[src/inc/ext_bus_timing_pkg.sv]
// Notes on behaviour
// - external wait stretches strobes only while ready mode bit is set; reset off
// - page read: first read uses first-read count, then read count to 16-byte boundary
// - nand mode holds chip select low and uses nand strobes; otherwise cs high
// - write strobe disable bit holds write enable high for every access
// - read lane mask bit drives byte masks on reads for unneeded lanes
// - width field: 00 8-bit, 01 16-bit; area 4 resets to 01, others 00
// - oe width: access minus setup plus one, or first-read count plus one; page mode asserts with cs
// - multiplex with cs-off bit keeps chip select deasserted during address latch
// - long write data hold keeps write data through idle, releases in last cycle
// - write idle bits 31:28 insert value plus one idle cycles; reset 0000
// - write enable and byte mask asserted value plus one cycles; reset 0101
// - write address set up value plus one cycles before write enable; reset 0101
// - write access lasts value plus one cycles, address constant; reset 1111
// - read idle inserts value plus one idle cycles after each read; reset 1111
// - first-read count sets oe width plus one, or initial page wait 0 to 15
// - read setup cycles assert cs and address with oe held inactive
// - read access lasts value plus one cycles; data captured in the last one
// - nand strobes take their timing from the write enable and oe fields
// - mode bits: page 5, nand 4, we disable 3, read mask 2, width 1:0
// - register writes during an access take effect after the access completes
// - multiplex address latch drives address on data lines for latch count plus one; code drives data_out (request write data) there instead
package ext_bus_timing_pkg;
  localparam int unsigned num_areas      = 8;
  localparam int unsigned area_bits      = 3;
  localparam logic [2:0]  wide_area      = 3'h4;
  localparam int unsigned page_bytes     = 16;
  // mode register fields
  localparam int unsigned width_lsb      = 0;
  localparam int unsigned rd_mask_bit    = 2;
  localparam int unsigned we_dis_bit     = 3;
  localparam int unsigned nand_bit       = 4;
  localparam int unsigned page_bit       = 5;
  localparam int unsigned ready_bit      = 6;
  localparam int unsigned short_hold_bit = 7;
  localparam int unsigned mux_bit        = 8;
  localparam int unsigned no_addr_bit    = 11;
  localparam int unsigned cs_off_bit     = 12;
  localparam int unsigned oe_sel_bit     = 13;
  localparam logic [31:0] mode_rw_mask   = 32'h0000_3bff;
  localparam logic [31:0] mode_reset     = 32'h0000_0000;
  localparam logic [31:0] mode_reset_w16 = 32'h0000_0001;
  // timing register fields
  localparam int unsigned read_access_count_lsb       = 0;
  localparam int unsigned read_setup_count_lsb       = 4;
  localparam int unsigned first_read_count_lsb      = 8;
  localparam int unsigned read_idle_count_lsb      = 12;
  localparam int unsigned write_access_count_lsb       = 16;
  localparam int unsigned write_setup_count_lsb       = 20;
  localparam int unsigned write_strobe_count_lsb       = 24;
  localparam int unsigned write_idle_count_lsb      = 28;
  localparam logic [31:0] tim_reset      = 32'h055f_f00f;
  localparam logic [3:0]  one4           = 4'h1;
  localparam logic [3:0]  zero4          = 4'h0;
  localparam logic [4:0]  one5           = 5'h01;
  localparam logic [1:0]  width_16       = 2'h1;
  localparam logic [1:0]  mask_none      = 2'h0;
  localparam logic [1:0]  mask_all       = 2'h3;

  typedef enum logic [2:0] {
    st_idle,
    st_latch,
    st_read,
    st_write,
    st_rest
  } bus_state_t;
endpackage

[src/core/external_bus_mode_timing.sv]
`timescale 1ns/100ps
// access sequencer for one external memory bus with eight chip-select areas
module external_bus_mode_timing
  import ext_bus_timing_pkg::*;
(
  input  wire logic                 clk_in,
  input  wire logic                 arst_n_in,
  // register port
  input  wire logic                 reg_wr_in,
  input  wire logic                 reg_sel_tim_in,
  input  wire logic [area_bits-1:0] reg_area_in,
  input  wire logic [31:0]          reg_wdata_in,
  output logic      [31:0]          reg_rdata_out,
  // access request from the internal master
  input  wire logic                 req_valid_in,
  input  wire logic                 req_write_in,
  input  wire logic [area_bits-1:0] req_area_in,
  input  wire logic [24:0]          req_addr_in,
  input  wire logic [15:0]          req_wdata_in,
  input  wire logic [1:0]           req_lanes_in,
  input  wire logic                 req_burst_in,
  output logic                      req_ready_out,
  output logic                      rd_valid_out,
  output logic      [15:0]          rd_data_out,
  // memory pins
  output logic      [num_areas-1:0] chip_select_n,
  output logic                      output_enable_n,
  output logic                      write_enable_n,
  output logic      [1:0]           byte_mask_out,
  output logic                      nand_read_strobe_n,
  output logic                      nand_write_strobe_n,
  output logic      [24:0]          addr_out,
  output logic      [15:0]          data_out,
  output logic                      data_oe_out,
  input  wire logic [15:0]          data_in,
  input  wire logic                 external_wait_in,
  input  wire logic [3:0]           addr_latch_count_in
);
  logic [31:0]          mode_w [num_areas];
  logic [31:0]          tim_w  [num_areas];
  bus_state_t           state;
  logic [area_bits-1:0] cur_area;
  logic                 cur_write;
  logic                 cur_burst;
  logic [1:0]           cur_lanes;
  logic [4:0]           cnt;
  logic                 first_beat;
  logic                 wait_q1;
  logic                 wait_q2;
  logic                 apply;

  // every area's words are frozen during an access; a write stays pending until its apply
  assign apply = (state == st_idle);

  genvar g;
  generate
    for (g = 0; g < num_areas; g++) begin : g_area
      area_reg_bank #(
        .mode_init ((g == int'(wide_area)) ? mode_reset_w16 : mode_reset)
      ) u_bank (
        .clk_in     (clk_in),
        .arst_n_in  (arst_n_in),
        .mode_we_in (reg_wr_in && !reg_sel_tim_in && reg_area_in == area_bits'(g)),
        .tim_we_in  (reg_wr_in && reg_sel_tim_in && reg_area_in == area_bits'(g)),
        .wdata_in   (reg_wdata_in),
        .apply_in   (apply),
        .mode_out   (mode_w[g]),
        .tim_out    (tim_w[g])
      );
    end
  endgenerate

  assign reg_rdata_out = reg_sel_tim_in ? tim_w[reg_area_in] : mode_w[reg_area_in];

  // decoded fields of the active area
  logic [31:0] md;
  logic [31:0] tm;
  logic [3:0]  read_access_count, read_setup_count, first_read_count, read_idle_count, write_access_count, write_setup_count, write_strobe_count, write_idle_count;
  logic        page_on, nand_on, we_off, rd_mask, rdy_on, short_hold, mux_on, no_addr, cs_off, oe_sel;
  logic        wide;
  assign md         = mode_w[cur_area];
  assign tm         = tim_w[cur_area];
  assign read_access_count       = tm[read_access_count_lsb +: 4];
  assign read_setup_count       = tm[read_setup_count_lsb +: 4];
  assign first_read_count      = tm[first_read_count_lsb +: 4];
  assign read_idle_count      = tm[read_idle_count_lsb +: 4];
  assign write_access_count       = tm[write_access_count_lsb +: 4];
  assign write_setup_count       = tm[write_setup_count_lsb +: 4];
  assign write_strobe_count       = tm[write_strobe_count_lsb +: 4];
  assign write_idle_count      = tm[write_idle_count_lsb +: 4];
  assign page_on    = md[page_bit];
  assign nand_on    = md[nand_bit];
  assign we_off     = md[we_dis_bit];
  assign rd_mask    = md[rd_mask_bit];
  assign rdy_on     = md[ready_bit];
  assign short_hold = md[short_hold_bit];
  assign mux_on     = md[mux_bit];
  assign no_addr    = md[no_addr_bit];
  assign cs_off     = md[cs_off_bit];
  assign oe_sel     = md[oe_sel_bit];
  assign wide       = (md[width_lsb +: 2] == width_16);

  // wait pin is sampled twice; only the second stage steers the strobes
  always_ff @(posedge clk_in or negedge arst_n_in) begin
    if (!arst_n_in) begin
      wait_q1 <= 1'b1;
      wait_q2 <= 1'b1;
    end else begin
      wait_q1 <= external_wait_in;
      wait_q2 <= wait_q1;
    end
  end

  // ready is ignored in page and nand modes, where stretching is not defined
  logic stretch;
  assign stretch = rdy_on && !page_on && !nand_on && !wait_q2;

  // read window: setup, oe phase end, access end (all counts from zero)
  logic [4:0] rd_last;
  logic [4:0] oe_start;
  logic [4:0] oe_end;
  logic       oe_win;
  always_comb begin
    if (page_on && !first_beat) begin
      rd_last  = {1'b0, read_access_count};
      oe_start = 5'h00;
    end else if (page_on) begin
      // a first-read value of zero means no extra wait before the page access
      rd_last  = 5'({1'b0, first_read_count} + {1'b0, read_access_count});
      oe_start = 5'h00;
    end else begin
      rd_last  = {1'b0, read_access_count};
      oe_start = {1'b0, read_setup_count};
    end
    if (!page_on && oe_sel) begin
      oe_end = 5'({1'b0, read_setup_count} + {1'b0, first_read_count});
    end else begin
      oe_end = rd_last;
    end
  end
  assign oe_win = (state == st_read) && (cnt >= oe_start) && (cnt <= oe_end);

  // write window: setup then strobe
  logic we_win;
  assign we_win = (state == st_write) && (cnt > {1'b0, write_setup_count}) &&
                  (cnt <= 5'({1'b0, write_setup_count} + {1'b0, write_strobe_count} + one5));

  // page continues while the next address stays inside the 16-byte block
  logic page_more;
  assign page_more = req_valid_in && !req_write_in && req_area_in == cur_area &&
                     req_addr_in[24:4] == addr_out[24:4] && req_addr_in[3:0] != zero4;

  always_ff @(posedge clk_in or negedge arst_n_in) begin
    if (!arst_n_in) begin
      state      <= st_idle;
      cnt        <= 5'h00;
      cur_area   <= '0;
      cur_write  <= 1'b0;
      cur_burst  <= 1'b0;
      cur_lanes  <= mask_none;
      first_beat <= 1'b0;
      addr_out   <= '0;
      data_out   <= '0;
    end else begin
      case (state)
        st_idle: begin
          if (req_valid_in) begin
            cur_area   <= req_area_in;
            cur_write  <= req_write_in;
            cur_burst  <= req_burst_in;
            cur_lanes  <= req_lanes_in;
            addr_out   <= req_addr_in;
            data_out   <= req_wdata_in;
            first_beat <= 1'b1;
            cnt        <= 5'h00;
            state      <= mode_w[req_area_in][mux_bit] ? st_latch :
                          (req_write_in ? st_write : st_read);
          end
        end
        st_latch: begin
          if (cnt[3:0] == addr_latch_count_in) begin
            cnt   <= 5'h00;
            state <= cur_write ? st_write : st_read;
          end else begin
            cnt <= cnt + one5;
          end
        end
        st_read: begin
          if (oe_win && stretch) begin
            cnt <= cnt;
          end else if (cnt == rd_last) begin
            cnt        <= 5'h00;
            first_beat <= 1'b0;
            if (page_on && page_more) begin
              addr_out <= req_addr_in;
            end else begin
              state <= st_rest;
            end
          end else begin
            cnt <= cnt + one5;
          end
        end
        st_write: begin
          if (we_win && stretch) begin
            cnt <= cnt;
          end else if (cnt == {1'b0, write_access_count}) begin
            cnt   <= 5'h00;
            state <= st_rest;
          end else begin
            cnt <= cnt + one5;
          end
        end
        st_rest: begin
          if (cnt == {1'b0, (cur_write ? write_idle_count : read_idle_count)}) begin
            cnt   <= 5'h00;
            state <= st_idle;
          end else begin
            cnt <= cnt + one5;
          end
        end
        default: state <= st_idle;
      endcase
    end
  end

  // read data captured in the last access cycle
  always_ff @(posedge clk_in or negedge arst_n_in) begin
    if (!arst_n_in) begin
      rd_data_out  <= '0;
      rd_valid_out <= 1'b0;
    end else begin
      rd_valid_out <= (state == st_read) && (cnt == rd_last) && !(oe_win && stretch);
      if ((state == st_read) && (cnt == rd_last)) begin
        rd_data_out <= data_in;
      end
    end
  end

  assign req_ready_out = (state == st_idle) ||
                         ((state == st_read) && page_on && (cnt == rd_last) && page_more);

  // chip selects: nand areas are pinned low, all others high when idle
  always_comb begin
    for (int i = 0; i < num_areas; i++) begin
      chip_select_n[i] = !mode_w[i][nand_bit];
    end
    if (state != st_idle && state != st_rest && !nand_on &&
        !(state == st_latch && mux_on && cs_off)) begin
      chip_select_n[cur_area] = 1'b0;
    end
  end

  // nand areas use the dedicated strobes with the same timing fields
  assign output_enable_n     = !(oe_win && !nand_on);
  assign nand_read_strobe_n  = !(oe_win && nand_on);
  assign write_enable_n      = !(we_win && !nand_on && !we_off);
  assign nand_write_strobe_n = !(we_win && nand_on);

  // byte masks low on enabled lanes; read masking only when enabled
  logic [1:0] lane_sel;
  assign lane_sel = wide ? cur_lanes : mask_all;
  always_comb begin
    if (we_win) begin
      byte_mask_out = ~lane_sel;
    end else if (oe_win && rd_mask) begin
      byte_mask_out = ~lane_sel;
    end else begin
      byte_mask_out = mask_none;
    end
  end

  // data drive: address phase, write phase, then idle hold choice
  logic last_idle;
  assign last_idle = (cnt == {1'b0, write_idle_count});
  always_comb begin
    data_oe_out = 1'b0;
    if (state == st_latch) begin
      data_oe_out = !no_addr;
    end else if (state == st_write) begin
      data_oe_out = 1'b1;
    end else if (state == st_rest && cur_write) begin
      data_oe_out = short_hold ? 1'b0 : !last_idle;
    end
  end

  // ---------------- assertions ----------------
  property p_cs_nand_low;
    @(posedge clk_in) disable iff (!arst_n_in) nand_on |-> !chip_select_n[cur_area];
  endproperty
  a_cs_nand_low: assert property (p_cs_nand_low) else $error("nand area chip select not held low");
  property p_we_off;
    @(posedge clk_in) disable iff (!arst_n_in) we_off |-> write_enable_n;
  endproperty
  a_we_off: assert property (p_we_off) else $error("write strobe active while disabled");
  property p_rd_nomask;
    @(posedge clk_in) disable iff (!arst_n_in) (state == st_read && !rd_mask) |-> byte_mask_out == mask_none;
  endproperty
  a_rd_nomask: assert property (p_rd_nomask) else $error("read mask driven while disabled");
  property p_setup_no_oe;
    @(posedge clk_in) disable iff (!arst_n_in)
      (state == st_read && !page_on && cnt < {1'b0, read_setup_count}) |-> output_enable_n;
  endproperty
  a_setup_no_oe: assert property (p_setup_no_oe) else $error("oe during read setup");
  property p_rd_capture;
    @(posedge clk_in) disable iff (!arst_n_in)
      (state == st_read && !page_on && cnt == {1'b0, read_access_count} && !stretch) |=> rd_valid_out;
  endproperty
  a_rd_capture: assert property (p_rd_capture) else $error("read data not captured");
  property p_wr_addr_stable;
    @(posedge clk_in) disable iff (!arst_n_in)
      (state == st_write && $past(state) == st_write) |-> $stable(addr_out);
  endproperty
  a_wr_addr_stable: assert property (p_wr_addr_stable) else $error("write address moved");
  property p_we_after_setup;
    @(posedge clk_in) disable iff (!arst_n_in)
      (state == st_write && cnt <= {1'b0, write_setup_count}) |-> write_enable_n && nand_write_strobe_n;
  endproperty
  a_we_after_setup: assert property (p_we_after_setup) else $error("write strobe in setup");
  property p_cs_off_latch;
    @(posedge clk_in) disable iff (!arst_n_in)
      (state == st_latch && cs_off) |-> chip_select_n[cur_area];
  endproperty
  a_cs_off_latch: assert property (p_cs_off_latch) else $error("cs asserted in latch period");
  property p_rest_len;
    @(posedge clk_in) disable iff (!arst_n_in)
      ($rose(state == st_rest) && cnt == 5'h00 && read_idle_count == zero4 && !cur_write) |=> state == st_idle;
  endproperty
  a_rest_len: assert property (p_rest_len) else $error("read idle length wrong");
  c_write: cover property (@(posedge clk_in) disable iff (!arst_n_in) state == st_write ##1 state == st_rest);
  c_read: cover property (@(posedge clk_in) disable iff (!arst_n_in) rd_valid_out);
  c_latch: cover property (@(posedge clk_in) disable iff (!arst_n_in) state == st_latch ##1 state == st_write);
  c_page: cover property (@(posedge clk_in) disable iff (!arst_n_in) page_on && rd_valid_out ##[1:20] rd_valid_out);
endmodule

[src/core/area_reg_bank.sv]
`timescale 1ns/100ps
// one area's mode and timing words; writes are held as pending until the
// controller says no access is running, so reads return the old value
module area_reg_bank
  import ext_bus_timing_pkg::*;
#(
  parameter logic [31:0] mode_init = mode_reset
) (
  input  wire logic        clk_in,
  input  wire logic        arst_n_in,
  input  wire logic        mode_we_in,
  input  wire logic        tim_we_in,
  input  wire logic [31:0] wdata_in,
  input  wire logic        apply_in,
  output logic      [31:0] mode_out,
  output logic      [31:0] tim_out
);
  logic [31:0] mode_pend;
  logic [31:0] tim_pend;
  logic        mode_dirty;
  logic        tim_dirty;

  always_ff @(posedge clk_in or negedge arst_n_in) begin
    if (!arst_n_in) begin
      mode_pend  <= mode_init;
      mode_dirty <= 1'b0;
      mode_out   <= mode_init;
    end else begin
      if (mode_we_in) begin
        mode_pend  <= wdata_in & mode_rw_mask;
        mode_dirty <= 1'b1;
      end else if (apply_in && mode_dirty) begin
        mode_out   <= mode_pend;
        mode_dirty <= 1'b0;
      end
    end
  end

  always_ff @(posedge clk_in or negedge arst_n_in) begin
    if (!arst_n_in) begin
      tim_pend  <= tim_reset;
      tim_dirty <= 1'b0;
      tim_out   <= tim_reset;
    end else begin
      if (tim_we_in) begin
        tim_pend  <= wdata_in;
        tim_dirty <= 1'b1;
      end else if (apply_in && tim_dirty) begin
        tim_out   <= tim_pend;
        tim_dirty <= 1'b0;
      end
    end
  end
endmodule

[config.mk]
export PLATFORM = sky130hd
export DESIGN_NAME = external_bus_mode_timing
export DESIGN_NICKNAME = d
export VERILOG_FILES = /design/src/inc/ext_bus_timing_pkg.sv /design/src/core/external_bus_mode_timing.sv /design/src/core/area_reg_bank.sv
export SDC_FILE = /design/constraint.sdc
export NUM_CORES = 1
export LEC_CHECK = 0
export BUFFER_PORTS_ARGS = -buffer_cell sky130_fd_sc_hd__clkbuf_2
export CAP_MARGIN = 30
export CELL_PAD_IN_SITES_DETAIL_PLACEMENT = 1
export CELL_PAD_IN_SITES_GLOBAL_PLACEMENT = 1
export CORE_UTILIZATION = 40
export CTS_CLUSTER_SIZE = 20
export DETAILED_ROUTE_END_ITERATION = 16
export PLACE_DENSITY = 0.71
export SYNTH_ARGS = -nofsm -noshare
export SYNTH_HDL_FRONTEND = slang
export SYNTH_HIERARCHICAL = 1
export SYNTH_SLANG_ARGS = --single-unit
[constraint.sdc]
create_clock -name clk_in -period 8 [get_ports clk_in]
set_input_delay 0 -clock clk_in [delete_from_list [all_inputs] [get_ports clk_in]]
set_output_delay 0 -clock clk_in [all_outputs]
set_load 0.01 [all_outputs]
# Yosys cells after proc, flatten, opt, wreduce, memory -nomap -nowiden
# Cells that the tools add are included.
# totals
input_bits,109
register_bits,811
output_inout_bits,106
elab_cells,353
# op_classes
n_lt_le_gt_ge,9
n_reduce_logical,135
n_mux,93
n_addsub,5
bitwise_logic,22
n_eq_ne,29
# ops
op,n
$bmux 32 s3,5
$mux 32,7
$mux 25,4
$logic_and 1x1->1,68
$mux 5,10
$pmux 25 s2,1
$mux 1,42
$reduce_and 2->1,17
$reduce_bool 2->1,17
$mux 14,2
$pmux 5 s5,1
$mux 3,8
$logic_not 1->1,23
$eq 21x21->1,1
$mux 9,2
$not 1->1,16
$add 4x4->5,3
$eq 3x3->1 const B,5
$eq 5x4->1,3
$pmux 3 s5,1
$eq 3x2->1 const B,4
$ge 4x4->1 const B,3
$mux 4,3
$ne 2x2->1 const B,6
other kinds (29),41

# Longest topological paths before layout
# Gate-level depths: netlist of run 1.
# depth
ltp_word,13
depth_mapped,27
depth_no_buf,20

# Hierarchy
# The synthesis of run 1 kept the hierarchy.
# by_module_without_submodules
module,n_inst,cells_each,seq_area_each_um2,area_per_inst_um2
area_reg_bank (g_area[0].u_bank ...),7,217,2342.2,3748.6
external_bus_mode_timing,1,954,1879.3,11050.6
area_reg_bank (g_area[4].u_bank),1,217,2344.7,3751.1

# Least setup slack after synthesis of run 1
# Ideal clock, no wire load.
# synth_path
path_type,register -> register
from,register cur_area[0]
to,register cnt[1]
path_stages_with_launch,23
synth_period_minus_slack_ps,5578
t_arrival_ps,5435
path_slack_ps,2422
t_required_ps,7858
setup_ps,142
path_buffers,6
cell_sequence,dfrtp_1 -> buf_6 -> buf_4 -> buf_2 -> buf_2 -> nand2_1 -> nor2_1 -> clkbuf_1 -> clkbuf_1 -> a22oi_1 -> and4_1 -> ha_1 -> fa_1 -> xor2_1 -> ha_1 -> a21o_1 -> a21o_1 -> a211o_1 -> a2111oi_0 -> a21oi_1 -> o21ai_0 -> mux2i_1 -> a31oi_1
# synth_between
elab_chain_cells,13
elab_cells_between_ends,46
classes_between,add/sub: 4; order compare: 4; eq/ne: 5; mux: 18; bitwise: 1; reduce/logical: 14
# synth_lines
item,line,source
"start, declared",external_bus_mode_timing.sv:42,logic [area_bits-1:0] cur_area;
"start signal, assigned",external_bus_mode_timing.sv:168,cur_area <= req_area_in;
$not 3->4 (not written as such) (*),"external_bus_mode_timing.sv:81, external_bus_mode_timing.sv:82",
"parallel branches: the longest is 12 deep, another holds $add 4x4->5",-,
"end signal, assigned",external_bus_mode_timing.sv:185,cnt <= cnt + one5;
"end signal, assigned",external_bus_mode_timing.sv:190,cnt <= cnt;
"end signal, assigned",external_bus_mode_timing.sv:200,cnt <= cnt + one5;
"end, declared",external_bus_mode_timing.sv:46,logic [4:0] cnt;
# Mark *: on every way between the ends. The select of a mux whose other input is x is not followed.
# A chain may end at the register's enable or synchronous reset.

# Worst setup path in the final report of run 1
# layout_path
from,register cur_area[2]
to,output port byte_mask_out[1]
# layout_between
elab_chain_cells,13
elab_cells_between_ends,33
classes_between,add/sub: 4; order compare: 4; eq/ne: 1; mux: 14; bitwise: 2; reduce/logical: 8
# layout_lines
item,line,source
$not 3->4 (not written as such) (*),"external_bus_mode_timing.sv:81, external_bus_mode_timing.sv:82",
$bmux 32 s3,external_bus_mode_timing.sv:82,assign tm = tim_w[cur_area];
$mux 32 (not written as such) (2 in series),external_bus_mode_timing.sv:82,
$add 4x4->5,external_bus_mode_timing.sv:129,"rd_last = 5'({1'b0, first_read_count} + {1'b0, read_access_count});"
$mux 5,external_bus_mode_timing.sv:127,end else if (page_on) begin
$mux 5,external_bus_mode_timing.sv:124,if (page_on && !first_beat) begin
$mux 5,external_bus_mode_timing.sv:135,if (!page_on && oe_sel) begin
$le 5x5->1,external_bus_mode_timing.sv:141,assign oe_win = (state == st_read) && (cnt >= oe_start) && (cnt <= oe_end);
$logic_and 1x1->1,external_bus_mode_timing.sv:141,
$logic_and 1x1->1,external_bus_mode_timing.sv:265,end else if (oe_win && rd_mask) begin
$mux 2,external_bus_mode_timing.sv:265,
$mux 2 (*),external_bus_mode_timing.sv:263,if (we_win) begin
"end, declared",external_bus_mode_timing.sv:29,"output logic [1:0] byte_mask_out,"
# Every way passes the cells marked *; elsewhere a longest branch is shown, timed or not. The select of a mux whose other input is x is not followed.

==> results of run 1 <==
[stage by stage]
step                      hold slack (ns)  total power [uW]  setup WS [ns]  util, %  instances
after floorplan                   -0.2956             11370          2.422        -       2834
after global placement           -0.02571             13380          1.654    42.11       4157
after detailed placement         -0.02022             13820          1.784    42.38       4168
after CTS                        0.002333             18140          1.147    46.31       4431
after global routing              0.01653             18940         0.9879    46.39       4434
final                             0.03924             18120          1.037    46.39       4434
[layer usage]
layer / GRT usage (%) / wire length (um)
met1: 32.14 / 52710
met2: 40.79 / 61860
met3: 3.805 / 6796
met4: 7.947 / 3731
met5: 0 / 26
[power breakdown]
group | leakage, uW | internal [uW] | total, uW | switching (uW)
combinational | 0.0103 | 3450 | 6830 | 3380
sequential | 0.00965 | 5870 | 7090 | 1220
clock | 0.00147 | 2480 | 4200 | 1720
total | 0.0215 | 11800 | 18100 | 6330
[kinds of logic after synthesis]
family / count (synthesis)
AO/OA/AOI/OAI: 242
buffers and inverters: 358
XOR/XNOR: 54
AND/OR/NAND/NOR: 174
multiplexers: 1009
adder cells (fa/ha/maj): 34
other: 8
flip-flops: 811
[how the worst max path moves through the flow]
stage                               end  slack [ns]  cells past startpoint
3_3_place_gp   addr_out[11]$_DFFE_PN0P_        1.65                     18
6_report               byte_mask_out[1]        1.04                     19
3_5_place_dp         cnt[1]$_DFFE_PN0P_        1.78                     19
2_1_floorplan        cnt[1]$_DFFE_PN0P_        2.42                     22
4_1_cts                byte_mask_out[1]        1.15                     19
5_1_grt                byte_mask_out[1]        0.99                     19
[cells in the final DEF (no fill, tap or decap), types with 19 or more instances in the layout]
master,netlist,final
o21ai_0,19,19
dfstp_2,260,260
clkbuf_16,0,89
conb_1,8,152
nand2_1,30,30
clkbuf_1,55,24
a22oi_1,76,76
mux2_4,248,248
dfrtp_1,551,549
ha_1,31,31
dlygate4sd3_1,0,99
clkbuf_2,0,209
mux4_2,177,177
clkbuf_8,0,21
mux2_2,512,512
a21o_1,27,27
nor2_1,34,24
mux2i_1,35,35
buf_4,155,62
a21oi_1,30,30
xnor2_1,39,39
inv_1,35,34
mux2_1,35,35
[worst max-delay path, delay by kind of cell (launching register included)]
family | cells | cell delay [ns]
compound gates | 7 | 1.74
xor+xnor | 1 | 0.17
fa+ha+maj | 3 | 1.04
buf+inv | 5 | 1.30
flops | 1 | 0.79
simple gates | 3 | 1.21
[cell type report]
| type | instances | area [um^2] |
|---|---|---|
| fill | 9938 | 54540 |
| clock buffer | 134 | 2606 |
| timing repair buffer | 390 | 2962 |
| inverter | 37 | 138.9 |
| multi-input combinational | 1665 | 18780 |
| sequential | 811 | 20620 |
| tap | 1368 | 1712 |
| clock inverter | 29 | 380.4 |
[what timing repair did]
| item | CTS | global route |
|---|---|---|
| setup buffers | 0 | 0 |
| hold buffers | 100 | 0 |
| endpoints found under the hold margin | 592 | 0 |
[registers in the layout, indices dropped and copies added, names as in the netlist, 16 cells and up]
name and cells:
g_area.u_bank/mode_pend 104, g_area.u_bank/tim_pend 256, g_area.u_bank/tim_out 256, g_area.u_bank/mode_out 104
rd_data_out 16, addr_out 25, data_out 16
==> run metrics, run 1 <==
Synth area leader=dfrtp_1; most common cell in the netlist=dfrtp_1; Detail Route Antenna Nets=0; largest family of logic cells by synthesized area=multiplexers; critical path startpoint category=flip-flop; Synth Area in Adders=1.091%; cts bufs inserted=88; Via Count=25,050; Min-Delay Path Depth=2; critical path launch point=cur_area[2]$_DFFE_PN0P_; Pwr Density=383.9 nW/um^2; leakage power=0.02146 uW; Layout Skew=around 0.028 ns; CTS root buf=clkbuf_16; Top Ports=215; flop-to-flop setup slack=around 1.6 ns; Worst Tran Pin Value=about 0.96 ns; Post-synth EDFFs=0; Critical Path RT=8.00 ns; CP arrival=6.96 ns; Synth-to-Final Area Change=15.01%; Iteration-0 DRC Markers=roughly 1,800; clk_lat worst skew=around 0.66 ns; Synth top area share=33.60%; Max-slew headroom=36.30%; fraction of registers with async set/reset=100.0%; H-tree depth=3; CP Max Fanout=28; clk buf depth=3; hold crit path type=in2reg; hold endpoint=wait_q1$_DFF_PN1_; Setup crit end kind=primary output; Post-Syn Area=approximately 41,000 um^2; CP peak stage delay=0.82 ns; max-slew violations=0; TritonCTS clock tree=done; Final #Nets=3,136; layout cells sized above 1=54.60%; register area share after synthesis=50.24%; R2R Path Start=cur_area[2]$_DFFE_PN0P_; RR Endpoint=cnt[1]$_DFFE_PN0P_; status=finished, final reports clean; DRT Pass-1 Iters=7; ranking of synthesized cells by area=dfrtp_1 (34%), dfstp_2 (17%), mux2_2 (14%); num rows=about 120; Core Footprint=101,700 um^2; RSZ-0062 raised after global routing=no; cell breakdown of the critical path=inv_2 > nor2_2 > buf_4 > buf_4 > a22oi_1 > and4_1 > ha_1 > fa_1 > xor2_1 > ha_1 > a21o_1 > a21o_1 > a211o_1 > a2111oi_1 > buf_4 > a21oi_1 > a311o_1 > nor2_1 > clkbuf_2; YS warnings=6; Die ar.=between 100,000 and 150,000 um^2; final hold violation count=0; largest net degree at the start of global routing=between 150 and 200; syn avg cell area=approximately 15 um^2; ys flop type=dfrtp_1; DP Area=43,120 um^2; slowest CP cell=nor2_2; setup violators final=0; mux contribution to synthesized area=a little over a third; GRT Resource Usage Total=24.32%; final design area excluding fillers=between 40,000 and 50,000 um^2; initial antenna violation count=2; Max Freq=0.1436 GHz; per-cell routed wire length=28.22 um; placer congestion estimate=about 0.9; final setup TNS=0 ns; Die W=322.3 um; WL final=roughly 130,000 um; first-pass GRT wire length=187,400 um; # port buffers=213; area fraction in and, or, nand and nor cells after synthesis=2.838%; post-layout min period=6.963 ns; post-synthesis compound-gate area fraction=about 4.3%; Starting Density=40.34%; top cells by count, synth=dfrtp_1 (551), mux2_2 (512), dfstp_2 (260), mux2_4 (248), mux4_2 (177); Worst VDD drop=0.0001913 V; Via-to-Cell Ratio=5.650; CP most frequent cell=buf_4; vias in the first global route=27,990; max_cap viols=0; # diodes=0; CTS Sinks=811; Post-Synth XOR/XNOR Area=1.152%; FF+latch count, synth=approximately 810; post-cts gate resize count=0; Distinct cells, synth=76; Overflow after GRT=0; hold_sp=external_wait_in; DP HPWL=around 80,000 um; crit path kind=reg2out; Final Cycle Share=between 80% and 90%; # DRC=0; Worst Reg-to-Reg Cells=19; Mapped Cells=2,690; Die Ht=322.3 um; Clock transition at path regs=approximately 0.06 ns
Power figures use the tool's default switching activity.
==> run 2: changes to the inputs <==
--- a/config.mk
+++ b/config.mk
@@ -5,6 +5,7 @@
 export SDC_FILE = /design/constraint.sdc
 export NUM_CORES = 1
 export LEC_CHECK = 0
+export ABC_AREA = 1
 export BUFFER_PORTS_ARGS = -buffer_cell sky130_fd_sc_hd__clkbuf_2
 export CAP_MARGIN = 30
 export CELL_PAD_IN_SITES_DETAIL_PLACEMENT = 1
@@ -12,7 +13,7 @@
 export CORE_UTILIZATION = 40
 export CTS_CLUSTER_SIZE = 20
 export DETAILED_ROUTE_END_ITERATION = 16
-export PLACE_DENSITY = 0.71
+export PLACE_DENSITY = 0.78
 export SYNTH_ARGS = -nofsm -noshare
 export SYNTH_HDL_FRONTEND = slang
 export SYNTH_HIERARCHICAL = 1
==> run 2 against run 1 <==
Effect of this change: the flow now finishes with violations (negative hold slack); via count rose by 59%; combinational power fell by 4.0%; non-clock buffer count rose by 16; fmax rose by 4.9%; largest power group unchanged.
==> run metrics, run 2 <==
Die W=326.8 um (+1.4%); failing checks=negative hold slack; most common cell after layout, fill and taps aside=nand2_1; cts bufs inserted=92 (+4.5%); final setup TNS=0 ns (unchanged); Finished Layout Cells=6,960 (+57%); Starting Density=40.54% (+0.21 points); leakage power=0.02396 uW (+12%); Max Freq=0.1506 GHz (+4.9%); CTS root buf=clkbuf_16; Core Footprint=104,100 um^2 (+2.3%); Overflow after GRT=0 (unchanged); status=finished with violations; Largest regs=g_area.u_bank/tim_out: 256 flops, g_area.u_bank/tim_pend: 256 flops; number of fill cells in the layout=12,660 (+27%); setup violators final=0 (unchanged); post-synthesis compound-gate area fraction=7.445% (+3.1 points); hold crit path type=in2async; most frequent cells in the layout=nand2_1 (2,502), dfrtp_1 (550), nand4_1 (408); CTS Sinks=811 (unchanged); H-tree depth=3 (unchanged); Post-synth EDFFs=0 (unchanged); Worst Tran Pin Value=1.287 ns (+0.3311 ns); Via-to-Cell Ratio=5.739 (+1.6%); vias in the first global route=40,510 (+45%); Setup crit end kind=primary output; WHS=-0.003909 ns (-0.04315 ns); mux contribution to synthesized area=0.4803% (-34 points); Post-Synth XOR/XNOR Area=0.3943% (-0.76 points); placer congestion estimate=0.9390 (+6.2%); DP HPWL=109,600 um (+37%); GRT Resource Usage Total=32.98% (+8.7 points); Mapped Cells=5,363 (+99%); largest net degree at the start of global routing=183 (+12%); crit path kind=reg2out; DRT Pass-1 Iters=5 (-2); CP arrival=6.64 ns (-0.32 ns); Via Count=39,940 (+59%); Synth-to-Final Area Change=12.65%; R2R Path Start=cur_area[0]$_DFFE_PN0P_; CP Max Fanout=26 (-7.1%); clk buf depth=3 (unchanged); critical path startpoint category=flip-flop; Die ar.=106,800 um^2 (+2.8%); Placed Cells=6,690 (+61%); # DRC=0 (unchanged); ys flop type=dfrtp_1; per-cell routed wire length=25.42 um (-9.9%); Top Ports=215 (unchanged); num rows=118 (+0.85%); Post-Syn Area=42,200 um^2 (+2.8%); most common cell in the netlist=nand2_1; Worst Reg-to-Reg Cells=26 (+7); Distinct cells, synth=55 (-28%); Max-slew headroom=14.22% (-22 points); area fraction in and, or, nand and nor cells after synthesis=32.02% (+29 points); Synth Area in Adders=1.061% (-0.030 points); # port buffers=213 (unchanged); FF+latch count, synth=811 (unchanged); max_cap viols=0 (unchanged); first-pass GRT wire length=264,000 um (+41%); fraction of registers with async set/reset=100.0% (unchanged); Clock transition at path regs=0.06 ns (about the same); Detail Route Antenna Nets=0 (unchanged); TritonCTS clock tree=done; ranking of synthesized cells by area=dfrtp_1 (33%), nand2_1 (22%), dfstp_2 (16%); post-cts gate resize count=0 (unchanged); initial antenna violation count=11 (+9); syn avg cell area=7.869 um^2 (-48%); layout cells sized above 1=14.69% (-40 points); Iteration-0 DRC Markers=4,148 (+130%); largest family of logic cells by synthesized area=simple AND/OR/NAND/NOR gates; Die Ht=326.8 um (+1.4%); Pwr Density=383.2 nW/um^2 (-0.20%); Synth area leader=dfrtp_1; top cells by count, synth=nand2_1 (2,502), dfrtp_1 (551), nand4_1 (408), dfstp_2 (260), inv_1 (254); post-layout min period=6.640 ns (-0.3231 ns); Layout Skew=0.03702 ns (+0.008705 ns); YS warnings=6 (unchanged); Critical Path RT=8.00 ns (about the same); WL final=177,000 um (+41%); max-slew violations=0 (unchanged); RSZ-0062 raised after global routing=no; RR Endpoint=addr_out[21]$_DFFE_PN0P_; Final #Nets=5,642 (+80%); final hold violation count=1 (+1); clk_lat worst skew=0.71 ns (+0.05 ns); Worst VDD drop=0.0003936 V (+110%); Synth top area share=32.67% (-0.92 points); register area share after synthesis=48.86% (-1.4 points); flop-to-flop setup slack=1.65 ns (+0.06 ns); Final Cycle Share=83.00% (-4.0 points)
==> run 2: changes by cell type after synthesis, moves of 51 or more <==
cell      change
mux2_2      -494
o22ai_1      +51
nand2_1    +2472
nand4_1     +394
nand3_1     +158
o21ai_0      +72
clkbuf_1     +68
nor2_1       +52
mux4_2      -177
inv_1       +219
buf_2        +80
buf_4        +55
mux2_4      -248
==> run 2: per-stage QoR <==
step	util (%)	setup slack [ns]	hold WS (ns)	total power (uW)	cell area, um^2
finish	45.67	1.360	-0.003909	18220	47540
global route	45.66	1.086	0.01629	19190	47530
CTS	45.66	1.519	0.003203	18070	47530
detailed placement	41.76	1.921	0.02277	13610	43460
global placement	41.71	2.045	0.02596	13310	43410
floorplan	-	3.427	-0.2956	10900	42740
==> run 2: metal layers <==
layer  track usage (%)  share of wire [%]  vias to the layer above  routed length (um)
li1                  -                  -                    17580                   -
met1             44.03                 41                    19980               73290
met2             50.27                 44                     1857               77450
met3             7.603                9.3                      521               16440
met4             16.32                5.5                        6                9730
met5                 0              0.026                        -                  46
==> run 2: final cells by class <==
type                       count  area (um^2)  share of cell area [%]
multi-input combinational   3908        18130                   38.14
clock inverter                39        415.4                  0.8738
sequential                   811        20620                   43.38
inverter                     280         1056                   2.221
clock buffer                 132         2684                   5.645
timing repair buffer         406         2893                   6.085
tap                         1380         1727                   3.632
antenna                        4        10.01                 0.02105
==> run 2: cell families after synthesis <==
logic type | after synthesis
simple gates | 3222
flops | 811
buf+inv | 788
compound gates | 463
fa+ha+maj | 34
xor+xnor | 19
mux | 18
other cells | 8
==> run 2: timing repair <==
item                                    CTS  global route
hold buffers                             95             0
setup buffers                             0             0
endpoints found under the hold margin   357             0
endpoints found under the setup margin    0             0
==> run 2: critical path: stages, from the launching register on <==
cell,delay [ns]
dfrtp_4,0.56
inv_4,0.36
nand3_1,0.34
inv_1,0.73
nand2_1,0.12
o2111ai_1,0.30
ha_1,0.28
inv_1,0.07
fa_1,0.46
xnor2_1,0.15
nand2_1,0.09
nand2_1,0.09
o21ai_0,0.22
ha_1,0.30
nand2_1,0.07
inv_1,0.03
o21ai_0,0.13
nand3_1,0.09
nand2_1,0.06
nand2_1,0.05
nor2_1,0.47
inv_1,0.11
nor4_1,0.16
o21ai_0,0.31
nor2_1,0.23
clkbuf_2,0.16
==> run 2: report_power, final <==
part	switching, uW	internal, uW
clock network	1870	2480
logic	4630	1930
registers	1410	5890
==> run 2: how the worst max path moves through the flow <==
stage	to	slack [ns]	from
floorplan	addr_out[11]$_DFFE_PN0P_	3.43	cur_area[0]$_DFFE_PN0P_
global placement	addr_out[7]$_DFFE_PN0P_	2.05	cur_area[1]$_DFFE_PN0P_
detailed placement	addr_out[13]$_DFFE_PN0P_	1.92	cur_area[1]$_DFFE_PN0P_
CTS	byte_mask_out[0]	1.52	cur_area[1]$_DFFE_PN0P_
global route	byte_mask_out[1]	1.09	cur_area[1]$_DFFE_PN0P_
finish	byte_mask_out[1]	1.36	cur_area[0]$_DFFE_PN0P_
